**config.mk**
```make
export PLATFORM = sky130hd
export DESIGN_NAME = ivw_map
export DESIGN_NICKNAME = d
export VERILOG_FILES = /design/src/hdl/ivw_pkg.sv /design/src/hdl/ivw_map.sv
export VERILOG_INCLUDE_DIRS = /design/src /design/src/hdl
export SDC_FILE = /design/constraint.sdc
export NUM_CORES = 1
export LEC_CHECK = 0
export BUFFER_PORTS_ARGS = -buffer_cell sky130_fd_sc_hd__buf_2
export CAP_MARGIN = 20
export CORE_UTILIZATION = 39
export CTS_CLUSTER_DIAMETER = 60
export DETAILED_ROUTE_END_ITERATION = 16
export MAX_ROUTING_LAYER = met4
export PLACE_DENSITY = 0.91
export SKIP_LAST_GASP = 1
export SYNTH_ARGS = -nofsm -noshare
export SYNTH_HDL_FRONTEND = slang
export SYNTH_SLANG_ARGS = --single-unit
```
**constraint.sdc**
```tcl
create_clock -name clk_i -period 0.8 [get_ports clk_i]
set_input_delay 0.16 -clock clk_i [delete_from_list [all_inputs] [get_ports clk_i]]
set_output_delay 0.16 -clock clk_i [all_outputs]
set_load 0.01 [all_outputs]
```
**src/hdl/ivw_defines.svh**
```systemverilog
/*
  Constants for the interrupt vector and wake-up map: vector slot addresses,
  IRQ numbers and map geometry. Assumes a 24-bit program address space.
*/
`ifndef IVW_DEFINES_SVH
`define IVW_DEFINES_SVH
`define IVW_ADDR_W       24
`define IVW_NUM_IRQ      25
`define IVW_IRQ_W        5
`define IVW_RESET_VEC    24'h008000
`define IVW_TRAP_VEC     24'h008004
`define IVW_IRQ_BASE     24'h008008
`define IVW_SLOT_SHIFT   2
`define IVW_LAST_SLOT    24'h00807c
// Bit n set: IRQ n is a real source (8, 9, 17, 18 unused)
`define IVW_USED_MASK    25'h1f9fcff
// Bit n set: IRQ n wakes from halt (ports A..E, serial peripheral, two-wire bus)
`define IVW_HALT_WAKE    25'h00804f8
// Bit n set: IRQ n wakes from active-halt (adds auto-wakeup on IRQ 1)
`define IVW_AHALT_WAKE   25'h00804fa
`define IVW_IRQ_TLI      5'h00
`define IVW_IRQ_AWU      5'h01
`define IVW_IRQ_PA       5'h03
`define IVW_IRQ_PB       5'h04
`define IVW_IRQ_PC       5'h05
`define IVW_IRQ_PD       5'h06
`define IVW_IRQ_PE       5'h07
`define IVW_IRQ_SER2_RX  5'h15
`define IVW_IRQ_CONV     5'h16
`define IVW_IRQ_SPI      5'h0a
`define IVW_IRQ_TWO_WIRE 5'h13
// Vector slots of the sources that carry their own mapping rule
`define IVW_VEC_TLI      24'h008008
`define IVW_VEC_AWU      24'h00800c
`define IVW_VEC_PA       24'h008014
`define IVW_VEC_PB       24'h008018
`define IVW_VEC_PC       24'h00801c
`define IVW_VEC_PD       24'h008020
`define IVW_VEC_PE       24'h008024
`define IVW_VEC_SER2_RX  24'h00805c
`define IVW_VEC_CONV     24'h008060
// Bit n set: IRQ n is a reserved slot (8, 9, 17, 18)
`define IVW_UNUSED_MASK  25'h0060300
// Bit n set: timers, serial transmit and flash, which never wake the chip
`define IVW_QUIET_MASK   25'h191f800
`endif

```
**src/hdl/ivw_pkg.sv**
```systemverilog
/*
  Types for the interrupt vector and wake-up map.
  Assumes ivw_defines.svh is on the include path.
*/
`include "ivw_defines.svh"
package ivw_pkg;
  typedef enum logic [2:0] {
    IVW_RUN   = 3'h1,
    IVW_HALT  = 3'h2,
    IVW_AHALT = 3'h4
  } ivw_mode_t;

  // Vector answer handed to the core
  typedef struct packed {
    logic                    valid;
    logic [`IVW_IRQ_W-1:0]   irq;
    logic [`IVW_ADDR_W-1:0]  vector;
  } ivw_vec_t;
endpackage : ivw_pkg

```
**src/hdl/ivw_map.sv**
```systemverilog
/*
  Interrupt vector and wake-up map: maps peripheral request lines onto IRQ
  numbers and 4-byte vector slots, and raises wake-up from halt/active-halt.
  Assumes requests are levels on clk_i, and the core supplies the power mode.
*/
// Operation
// - The top-level external interrupt is IRQ 0 at 0x8008 and wakes from neither low-power mode.
// - The auto-wakeup source is IRQ 1 at 0x800C and wakes from active-halt only.
// - Port A edge group is IRQ 3 at 0x8014 and wakes from halt and active-halt.
// - Port B edge group is IRQ 4 at 0x8018 and wakes from halt and active-halt.
// - Port C edge group is IRQ 5 at 0x801C and wakes from halt and active-halt.
// - Port D edge group is IRQ 6 at 0x8020 and wakes from halt and active-halt.
// - Port E edge group is IRQ 7 at 0x8024 and wakes from halt and active-halt.
// - Second serial port receive-full is IRQ 21 at 0x805C and wakes from neither mode.
// - Converter end-of-conversion and watchdog merge onto IRQ 22 at 0x8060 with no wake-up.
`timescale 1ns/1ps
`include "ivw_defines.svh"
module ivw_map #(
  parameter int NUM_IRQ = `IVW_NUM_IRQ
) (
  input  wire logic                     clk_i,
  input  wire logic                     nrst_i,
  input  wire logic [NUM_IRQ-1:0]       irq_req_i,
  input  wire logic                     conv_eoc_i,
  input  wire logic                     conv_awd_i,
  input  wire logic                     trap_i,
  input  wire ivw_pkg::ivw_mode_t       mode_i,
  output ivw_pkg::ivw_vec_t             vec_o,
  output logic                          wake_o,
  output logic [`IVW_ADDR_W-1:0]        reset_vec_o
);
  // Requests: converter lines merge into their IRQ, unused slots forced off
  logic [NUM_IRQ-1:0] merged;
  logic [NUM_IRQ-1:0] live;
  logic [NUM_IRQ-1:0] halt_wake;
  logic [NUM_IRQ-1:0] ahalt_wake;
  logic [NUM_IRQ-1:0] conv_bit;
  assign conv_bit   = (conv_eoc_i | conv_awd_i) ? (NUM_IRQ'(1) << `IVW_IRQ_CONV) : '0;
  assign merged     = irq_req_i | conv_bit;
  assign live       = merged & NUM_IRQ'(`IVW_USED_MASK);
  assign halt_wake  = live & NUM_IRQ'(`IVW_HALT_WAKE);
  assign ahalt_wake = live & NUM_IRQ'(`IVW_AHALT_WAKE);

  // Wake-up depends on the mode the core is sleeping in
  logic wake_nxt;
  assign wake_nxt = (mode_i == ivw_pkg::IVW_HALT)  ? |halt_wake :
                    (mode_i == ivw_pkg::IVW_AHALT) ? |ahalt_wake : 1'b0;

  // Lowest pending IRQ number is presented; no priority scheme beyond that
  logic [`IVW_IRQ_W-1:0] sel_irq;
  logic                  any_live;
  always_comb
  begin
    sel_irq = '0;
    for (int i = NUM_IRQ - 1; i >= 0; i--)
    begin
      if (live[i])
        sel_irq = `IVW_IRQ_W'(i);
    end
  end
  assign any_live = |live;

  // Slot address: trap outranks IRQs; IRQ n at base plus four times n
  ivw_pkg::ivw_vec_t vec_nxt;
  assign vec_nxt.valid  = trap_i | any_live;
  assign vec_nxt.irq    = trap_i ? '0 : sel_irq;
  assign vec_nxt.vector = trap_i ? `IVW_TRAP_VEC :
                          any_live ? (`IVW_IRQ_BASE +
                            (`IVW_ADDR_W'(sel_irq) << `IVW_SLOT_SHIFT)) : '0;

  // Registered outputs so the core sees a clean answer
  always_ff @(posedge clk_i or negedge nrst_i)
  begin
    if (!nrst_i)
    begin
      vec_o       <= '0;
      wake_o      <= 1'b0;
      reset_vec_o <= `IVW_RESET_VEC;
    end
    else
    begin
      vec_o       <= vec_nxt;
      wake_o      <= wake_nxt;
      reset_vec_o <= `IVW_RESET_VEC;
    end
  end

  // Checks: each source alone must land in its own slot with its own wake-up
  // behaviour; expected slots are the fixed constants, not the adder above
  logic sleeping;
  assign sleeping = (mode_i == ivw_pkg::IVW_HALT) || (mode_i == ivw_pkg::IVW_AHALT);

  // Top-level interrupt owns the first IRQ slot
  property p_tli_vec;
    @(posedge clk_i) disable iff (!nrst_i)
    (!trap_i && irq_req_i[`IVW_IRQ_TLI]) |=> (vec_o.vector == `IVW_VEC_TLI);
  endproperty
  a_tli_vec: assert property (p_tli_vec)
    else $error("top-level irq vector wrong");

  // Top-level interrupt alone never wakes the chip
  property p_tli_nowake;
    @(posedge clk_i) disable iff (!nrst_i)
    (merged == NUM_IRQ'(1)) |=> !wake_o;
  endproperty
  a_tli_nowake: assert property (p_tli_nowake)
    else $error("top-level irq woke chip");

  // Auto-wakeup wakes from active-halt
  property p_awu_ahalt;
    @(posedge clk_i) disable iff (!nrst_i)
    (live == (NUM_IRQ'(1) << `IVW_IRQ_AWU) && mode_i == ivw_pkg::IVW_AHALT) |=> wake_o;
  endproperty
  a_awu_ahalt: assert property (p_awu_ahalt)
    else $error("auto-wakeup missed active-halt");

  // Auto-wakeup must not wake from full halt
  property p_awu_halt;
    @(posedge clk_i) disable iff (!nrst_i)
    (live == (NUM_IRQ'(1) << `IVW_IRQ_AWU) && mode_i == ivw_pkg::IVW_HALT) |=> !wake_o;
  endproperty
  a_awu_halt: assert property (p_awu_halt)
    else $error("auto-wakeup woke from halt");

  // Auto-wakeup slot
  property p_awu_vec;
    @(posedge clk_i) disable iff (!nrst_i)
    (!trap_i && live == (NUM_IRQ'(1) << `IVW_IRQ_AWU)) |=> (vec_o.vector == `IVW_VEC_AWU);
  endproperty
  a_awu_vec: assert property (p_awu_vec)
    else $error("auto-wakeup vector wrong");

  // Port A edge group wakes from either low-power mode
  property p_port_a_wake;
    @(posedge clk_i) disable iff (!nrst_i)
    (live[`IVW_IRQ_PA] && sleeping) |=> wake_o;
  endproperty
  a_port_a_wake: assert property (p_port_a_wake)
    else $error("port A did not wake");

  // Port A edge group slot
  property p_port_a_vec;
    @(posedge clk_i) disable iff (!nrst_i)
    (!trap_i && live == (NUM_IRQ'(1) << `IVW_IRQ_PA)) |=> (vec_o.vector == `IVW_VEC_PA);
  endproperty
  a_port_a_vec: assert property (p_port_a_vec)
    else $error("port A vector wrong");

  // Port B edge group: slot and wake-up
  property p_port_b;
    @(posedge clk_i) disable iff (!nrst_i)
    (!trap_i && sleeping && live == (NUM_IRQ'(1) << `IVW_IRQ_PB)) |=>
      (vec_o.vector == `IVW_VEC_PB && wake_o);
  endproperty
  a_port_b: assert property (p_port_b)
    else $error("port B map wrong");

  // Port C edge group: slot and wake-up
  property p_port_c;
    @(posedge clk_i) disable iff (!nrst_i)
    (!trap_i && sleeping && live == (NUM_IRQ'(1) << `IVW_IRQ_PC)) |=>
      (vec_o.vector == `IVW_VEC_PC && wake_o);
  endproperty
  a_port_c: assert property (p_port_c)
    else $error("port C map wrong");

  // Port D edge group: slot and wake-up
  property p_port_d;
    @(posedge clk_i) disable iff (!nrst_i)
    (!trap_i && sleeping && live == (NUM_IRQ'(1) << `IVW_IRQ_PD)) |=>
      (vec_o.vector == `IVW_VEC_PD && wake_o);
  endproperty
  a_port_d: assert property (p_port_d)
    else $error("port D map wrong");

  // Port E edge group: slot and IRQ number
  property p_port_e;
    @(posedge clk_i) disable iff (!nrst_i)
    (!trap_i && live == (NUM_IRQ'(1) << `IVW_IRQ_PE)) |=>
      (vec_o.vector == `IVW_VEC_PE && vec_o.irq == `IVW_IRQ_PE);
  endproperty
  a_port_e: assert property (p_port_e)
    else $error("port E vector wrong");

  // Second serial port receive-full: own slot, never a wake source
  property p_ser_rx;
    @(posedge clk_i) disable iff (!nrst_i)
    (!trap_i && live == (NUM_IRQ'(1) << `IVW_IRQ_SER2_RX)) |=>
      (!wake_o && vec_o.vector == `IVW_VEC_SER2_RX);
  endproperty
  a_ser_rx: assert property (p_ser_rx)
    else $error("serial rx map wrong");

  // Either converter request alone lands on the shared slot, no wake-up
  property p_conv;
    @(posedge clk_i) disable iff (!nrst_i)
    (!trap_i && irq_req_i == '0 && (conv_eoc_i || conv_awd_i)) |=>
      (vec_o.irq == `IVW_IRQ_CONV && vec_o.vector == `IVW_VEC_CONV && !wake_o);
  endproperty
  a_conv: assert property (p_conv)
    else $error("converter map wrong");

  // Reserved lines alone (or nothing at all) give no vector
  property p_unused;
    @(posedge clk_i) disable iff (!nrst_i)
    (!trap_i && (merged & ~NUM_IRQ'(`IVW_UNUSED_MASK)) == '0) |=> !vec_o.valid;
  endproperty
  a_unused: assert property (p_unused)
    else $error("unused irq produced vector");

  // Reset slot is a constant once out of reset
  property p_reset_vec;
    @(posedge clk_i) disable iff (!nrst_i)
    1'b1 |=> (reset_vec_o == `IVW_RESET_VEC);
  endproperty
  a_reset_vec: assert property (p_reset_vec)
    else $error("reset vector wrong");

  // Software trap outranks every IRQ and reports IRQ zero
  property p_trap;
    @(posedge clk_i) disable iff (!nrst_i)
    trap_i |=> (vec_o.valid && vec_o.irq == '0 && vec_o.vector == `IVW_TRAP_VEC);
  endproperty
  a_trap: assert property (p_trap)
    else $error("trap vector wrong");

  // Serial peripheral wakes from either low-power mode
  property p_spi_wake;
    @(posedge clk_i) disable iff (!nrst_i)
    (live[`IVW_IRQ_SPI] && sleeping) |=> wake_o;
  endproperty
  a_spi_wake: assert property (p_spi_wake)
    else $error("serial peripheral did not wake");

  // Two-wire bus wakes from either low-power mode
  property p_two_wire_wake;
    @(posedge clk_i) disable iff (!nrst_i)
    (live[`IVW_IRQ_TWO_WIRE] && sleeping) |=> wake_o;
  endproperty
  a_two_wire_wake: assert property (p_two_wire_wake)
    else $error("two-wire bus did not wake");

  // Timers, serial transmit and flash never wake the chip
  property p_quiet;
    @(posedge clk_i) disable iff (!nrst_i)
    ((live & ~NUM_IRQ'(`IVW_QUIET_MASK)) == '0) |=> !wake_o;
  endproperty
  a_quiet: assert property (p_quiet)
    else $error("non-wake source woke chip");
endmodule : ivw_map

```
-- Word-level counts from Yosys, hierarchy flattened
Index checks and enable logic that the tools add are counted.
- add/sub/neg operators: 1
- eq/ne operators: 2
- mux-type cells: 27
- bitwise logic cells: 3
- reduce and logical (&&, ||, !) cells: 3
- operators with widths (cell ; count):
    two-way mux 5 bit ; 22
    two-way mux 17 bit ; 2
    OR 25 x 23 -> 25 bit ; 1
    two-way mux 23 bit ; 1
    OR reduction 21 bit ; 1
    adder 16 x 7 -> 17 bit (first input constant) ; 1
    OR reduction 8 bit ; 1
    OR reduction 7 bit ; 1
    == test 3 x 2 -> 1 bit (second input constant) ; 1
    == test 3 bit (second input constant) ; 1
    two-way mux 1 bit ; 2
    OR 1 bit ; 2
- register bits after elaboration: 24
- input bits: 33
- output and inout bits: 55
- word-level logic and storage cells: 40

-- Logic depth before layout (Yosys ltp)
- word-level depth: 27
- depth in mapped cells: 7
- mapped depth without buffers: 7

-- Worst setup path before layout
Ideal clock, no wire load.
- kind: input to register
- from: input port irq_req_i[22]
- to: register vec_o[5] (netlist bit)
- setup time: 0.082 ns
- arrival: 1.928 ns
- data required time: 0.718 ns
- slack: -1.210 ns
- cell stages on the path: 7
- path buffers: 0
- cell sequence: or4_4 -> o31a_2 -> o21ai_0 -> a21oi_1 -> ha_1 -> a311o_1 -> a31oi_1
- RTL lines (element ; line ; text):
    from (decl) ; ivw_map.sv:23 ; input wire logic [NUM_IRQ-1:0] irq_req_i,
    to (signal assigned) ; ivw_map.sv:82 ; vec_o <= vec_nxt;
    to (decl) ; ivw_map.sv:28 ; output ivw_pkg::ivw_vec_t vec_o,

==> metrics.cfg <==
[placed_design]
place_area_um2=1460
hpwl_um=2040
dp_cells=234
dp_slack_ps=-1260
port_buffers=42
place.gp.congestion=0.897

[clock_tree]
root_buffer=clkbuf_4
cts_sinks=13
clockBufferDepth=2
numCtsBuffers=3
htree_levels=1
clk_pin_slew_worst_paths_ps=80
cts_tree=yes

[sta]
finalHoldViolations=0
rsz0062_at_grt=true
setup_ws_ps=-1030
fmax_ghz=0.546
post-route-period-util_pct=229
tns_ps=-9070
timing.final.crit_period_ps=1830
setup_violations=27
slew_viol_final=0

[setup_path]
cp_max_fo=3
worstPathArrival_ps=2010
worst_ep_required_time_ps=980
cp-start-kind=input pin
path_class=in2reg
end_kind=flip-flop

[drt]
via_per_inst=4.85
routed_wl_um=3200
dr.first_iter.drc_count=32
drc=0
vias=1183
ant_nets=0
wl_per_cell_um=13.1
dr.pass1.iters=4

[die]
start_util_pct=42.8
die_area_um2=3030
io_pins=88
die_h_um=55.1
rows=18
die_w_um=55.1
core_um2=2570

[power_and_ir_drop]
ir_drop_mv=1.25
p_per_area_nw_per_um2=969
leakagePower_nw=0.893

[logic_synthesis]
synth_cell_types=34
netlist_instances=130
syn-cell-area_um2=1100
synth_warnings=0
avgSynthCellArea_um2=8.45
ys_seq_elements=13
seq_area_frac_synth_pct=29.6

[final_layout]
antenna_cells=0
design_area_um2=1730
fin_util_pct=67.4
finalNonFillerCells=244
synthToLayoutAreaGrowth_pct=57.5
drive_above_1_share_pct=50.5
fin_nets=249

[run_status]
failed_checks=setup timing
status=complete, but fails checks

[run]
maxCapViolations=0

[global_routing]
grt_pass1_wl_um=4100
grt_antenna_before_repair=0
grt_usage_pct=19.6
grt_remaining_overflow=0
grt_max_degree=14
grt_pass1_vias=958

[hold_path]
hp-class=in2reg

layer usage:
metal / GRT usage (%) / wire [µm]
met5: - / 0
met4: 12.9 / 121
met1: 19.2 / 1150
met3: 3.28 / 182
met2: 35.3 / 1750
layout make-up:
cell class | count | area, µm²
Clock buffer | 4 | 26.3
Timing Repair Buffer | 83 | 587
Fill cell | 183 | 837
Tap cell | 30 | 37.5
Inverter | 5 | 18.8
Sequential cell | 13 | 325
Multi-Input combinational cell | 109 | 736
worst max-delay path: stages:
cell,delay (ps)
buf_6,100
or4_4,550
o31a_4,300
o21ai_4,140
a21oi_2,90
ha_4,170
a311o_1,300
a31oi_1,190
power breakdown:
part / internal [mW] / switching, mW
logic: 0.268 / 0.330
clock network: 0.193 / 0.204
registers: 0.677 / 0.00595
sequential cells by signal, summed over array words and instances (netlist names):
signal,count
vec_o,12
wake_o,1
layout by cell type (no fill, tap or decap), types with 2 or more instances in the layout:
cell / netlist / final
conb_1: 2 / 41
buf_2: 0 / 35
buf_4: 42 / 34
buf_6: 0 / 13
dfrtp_1: 13 / 13
nor2_1: 7 / 7
nor3_1: 8 / 6
inv_1: 5 / 5
nand2_1: 6 / 5
nor4_1: 4 / 3
nor2b_1: 6 / 3
clkbuf_4: 0 / 3
or4_4: 2 / 2
or4_1: 2 / 2
a21oi_2: 0 / 2
nor2b_2: 0 / 2
o21bai_1: 2 / 2
a21oi_1: 4 / 2
nand3b_1: 2 / 2
per-stage QoR:
| stage | hold WS [ps] | total power [mW] |
|---|---|---|
| after floorplan | -136 | 1.04 |
| after global placement | 38.9 | 1.15 |
| after detailed placement | 46.2 | 1.16 |
| after CTS | 32.6 | 1.58 |
| after global routing | 11.6 | 1.79 |
| final | 39.3 | 1.68 |
Yosys cell counts:
cell type / count / area (µm²)
nor4_1: 4 / 25.0
o211ai_1: 1 / 7.51
nor2_1: 7 / 26.3
or2_2: 1 / 6.26
conb_1: 2 / 7.51
nand4b_1: 1 / 8.76
o21ai_0: 4 / 20.0
inv_1: 5 / 18.8
or4_1: 2 / 15.0
o211a_1: 1 / 10.0
a211oi_1: 2 / 15.0
and3_1: 1 / 6.26
a2111oi_0: 1 / 8.76
nand2b_1: 1 / 6.26
o21bai_1: 2 / 15.0
buf_4: 42 / 315
dfrtp_1: 13 / 325
o41ai_1: 1 / 8.76
a21oi_1: 4 / 20.0
or4_4: 2 / 22.5
nand3b_1: 2 / 15.0
o31ai_1: 1 / 7.51
ha_1: 1 / 12.5
or3_4: 1 / 11.3
a41o_1: 1 / 10.0
nor2b_1: 6 / 37.5
o22ai_1: 1 / 6.26
a221oi_1: 1 / 8.76
nor3_1: 8 / 40.0
nand2_1: 6 / 22.5
a311o_1: 1 / 10.0
nand4_1: 1 / 6.26
o31a_2: 1 / 10.0
a31oi_1: 2 / 12.5
cell families (layout without fill, tap and decap cells):
family / after synthesis / in the layout / synth area share (%)
buffers and inverters: 47 / 92 / 30.4
and+or+nand+nor: 43 / 43 / 22.7
AOI/OAI and AO/OA: 24 / 24 / 15.5
DFF: 13 / 13 / 29.6
other: 2 / 41 / 0.684
adders and majority gates: 1 / 1 / 1.14
final timing paths:
kind	start	endpoint	slack [ps]	depth (start not counted)
worst max-delay path	irq_req_i[22]	vec_o[5]$_DFF_PN0_	-1030	8
worst min-delay path	mode_i[0]	wake_o$_DFF_PN0_	40	2
max in group asynchronous	nrst_i	vec_o[26]$_DFF_PN0_	300	2
min in group asynchronous	nrst_i	vec_o[28]$_DFF_PN0_	290	2
repair_timing:
action | in CTS | in global routing
hold buffers | 1 | 0
pin swaps | 8 | 5
setup endpoints to repair | 27 | 27
resized for setup | 15 | 23
endpoints found under the hold margin | 13 | 0
setup buffers | 1 | 4
Power figures use the tool's default switching activity.
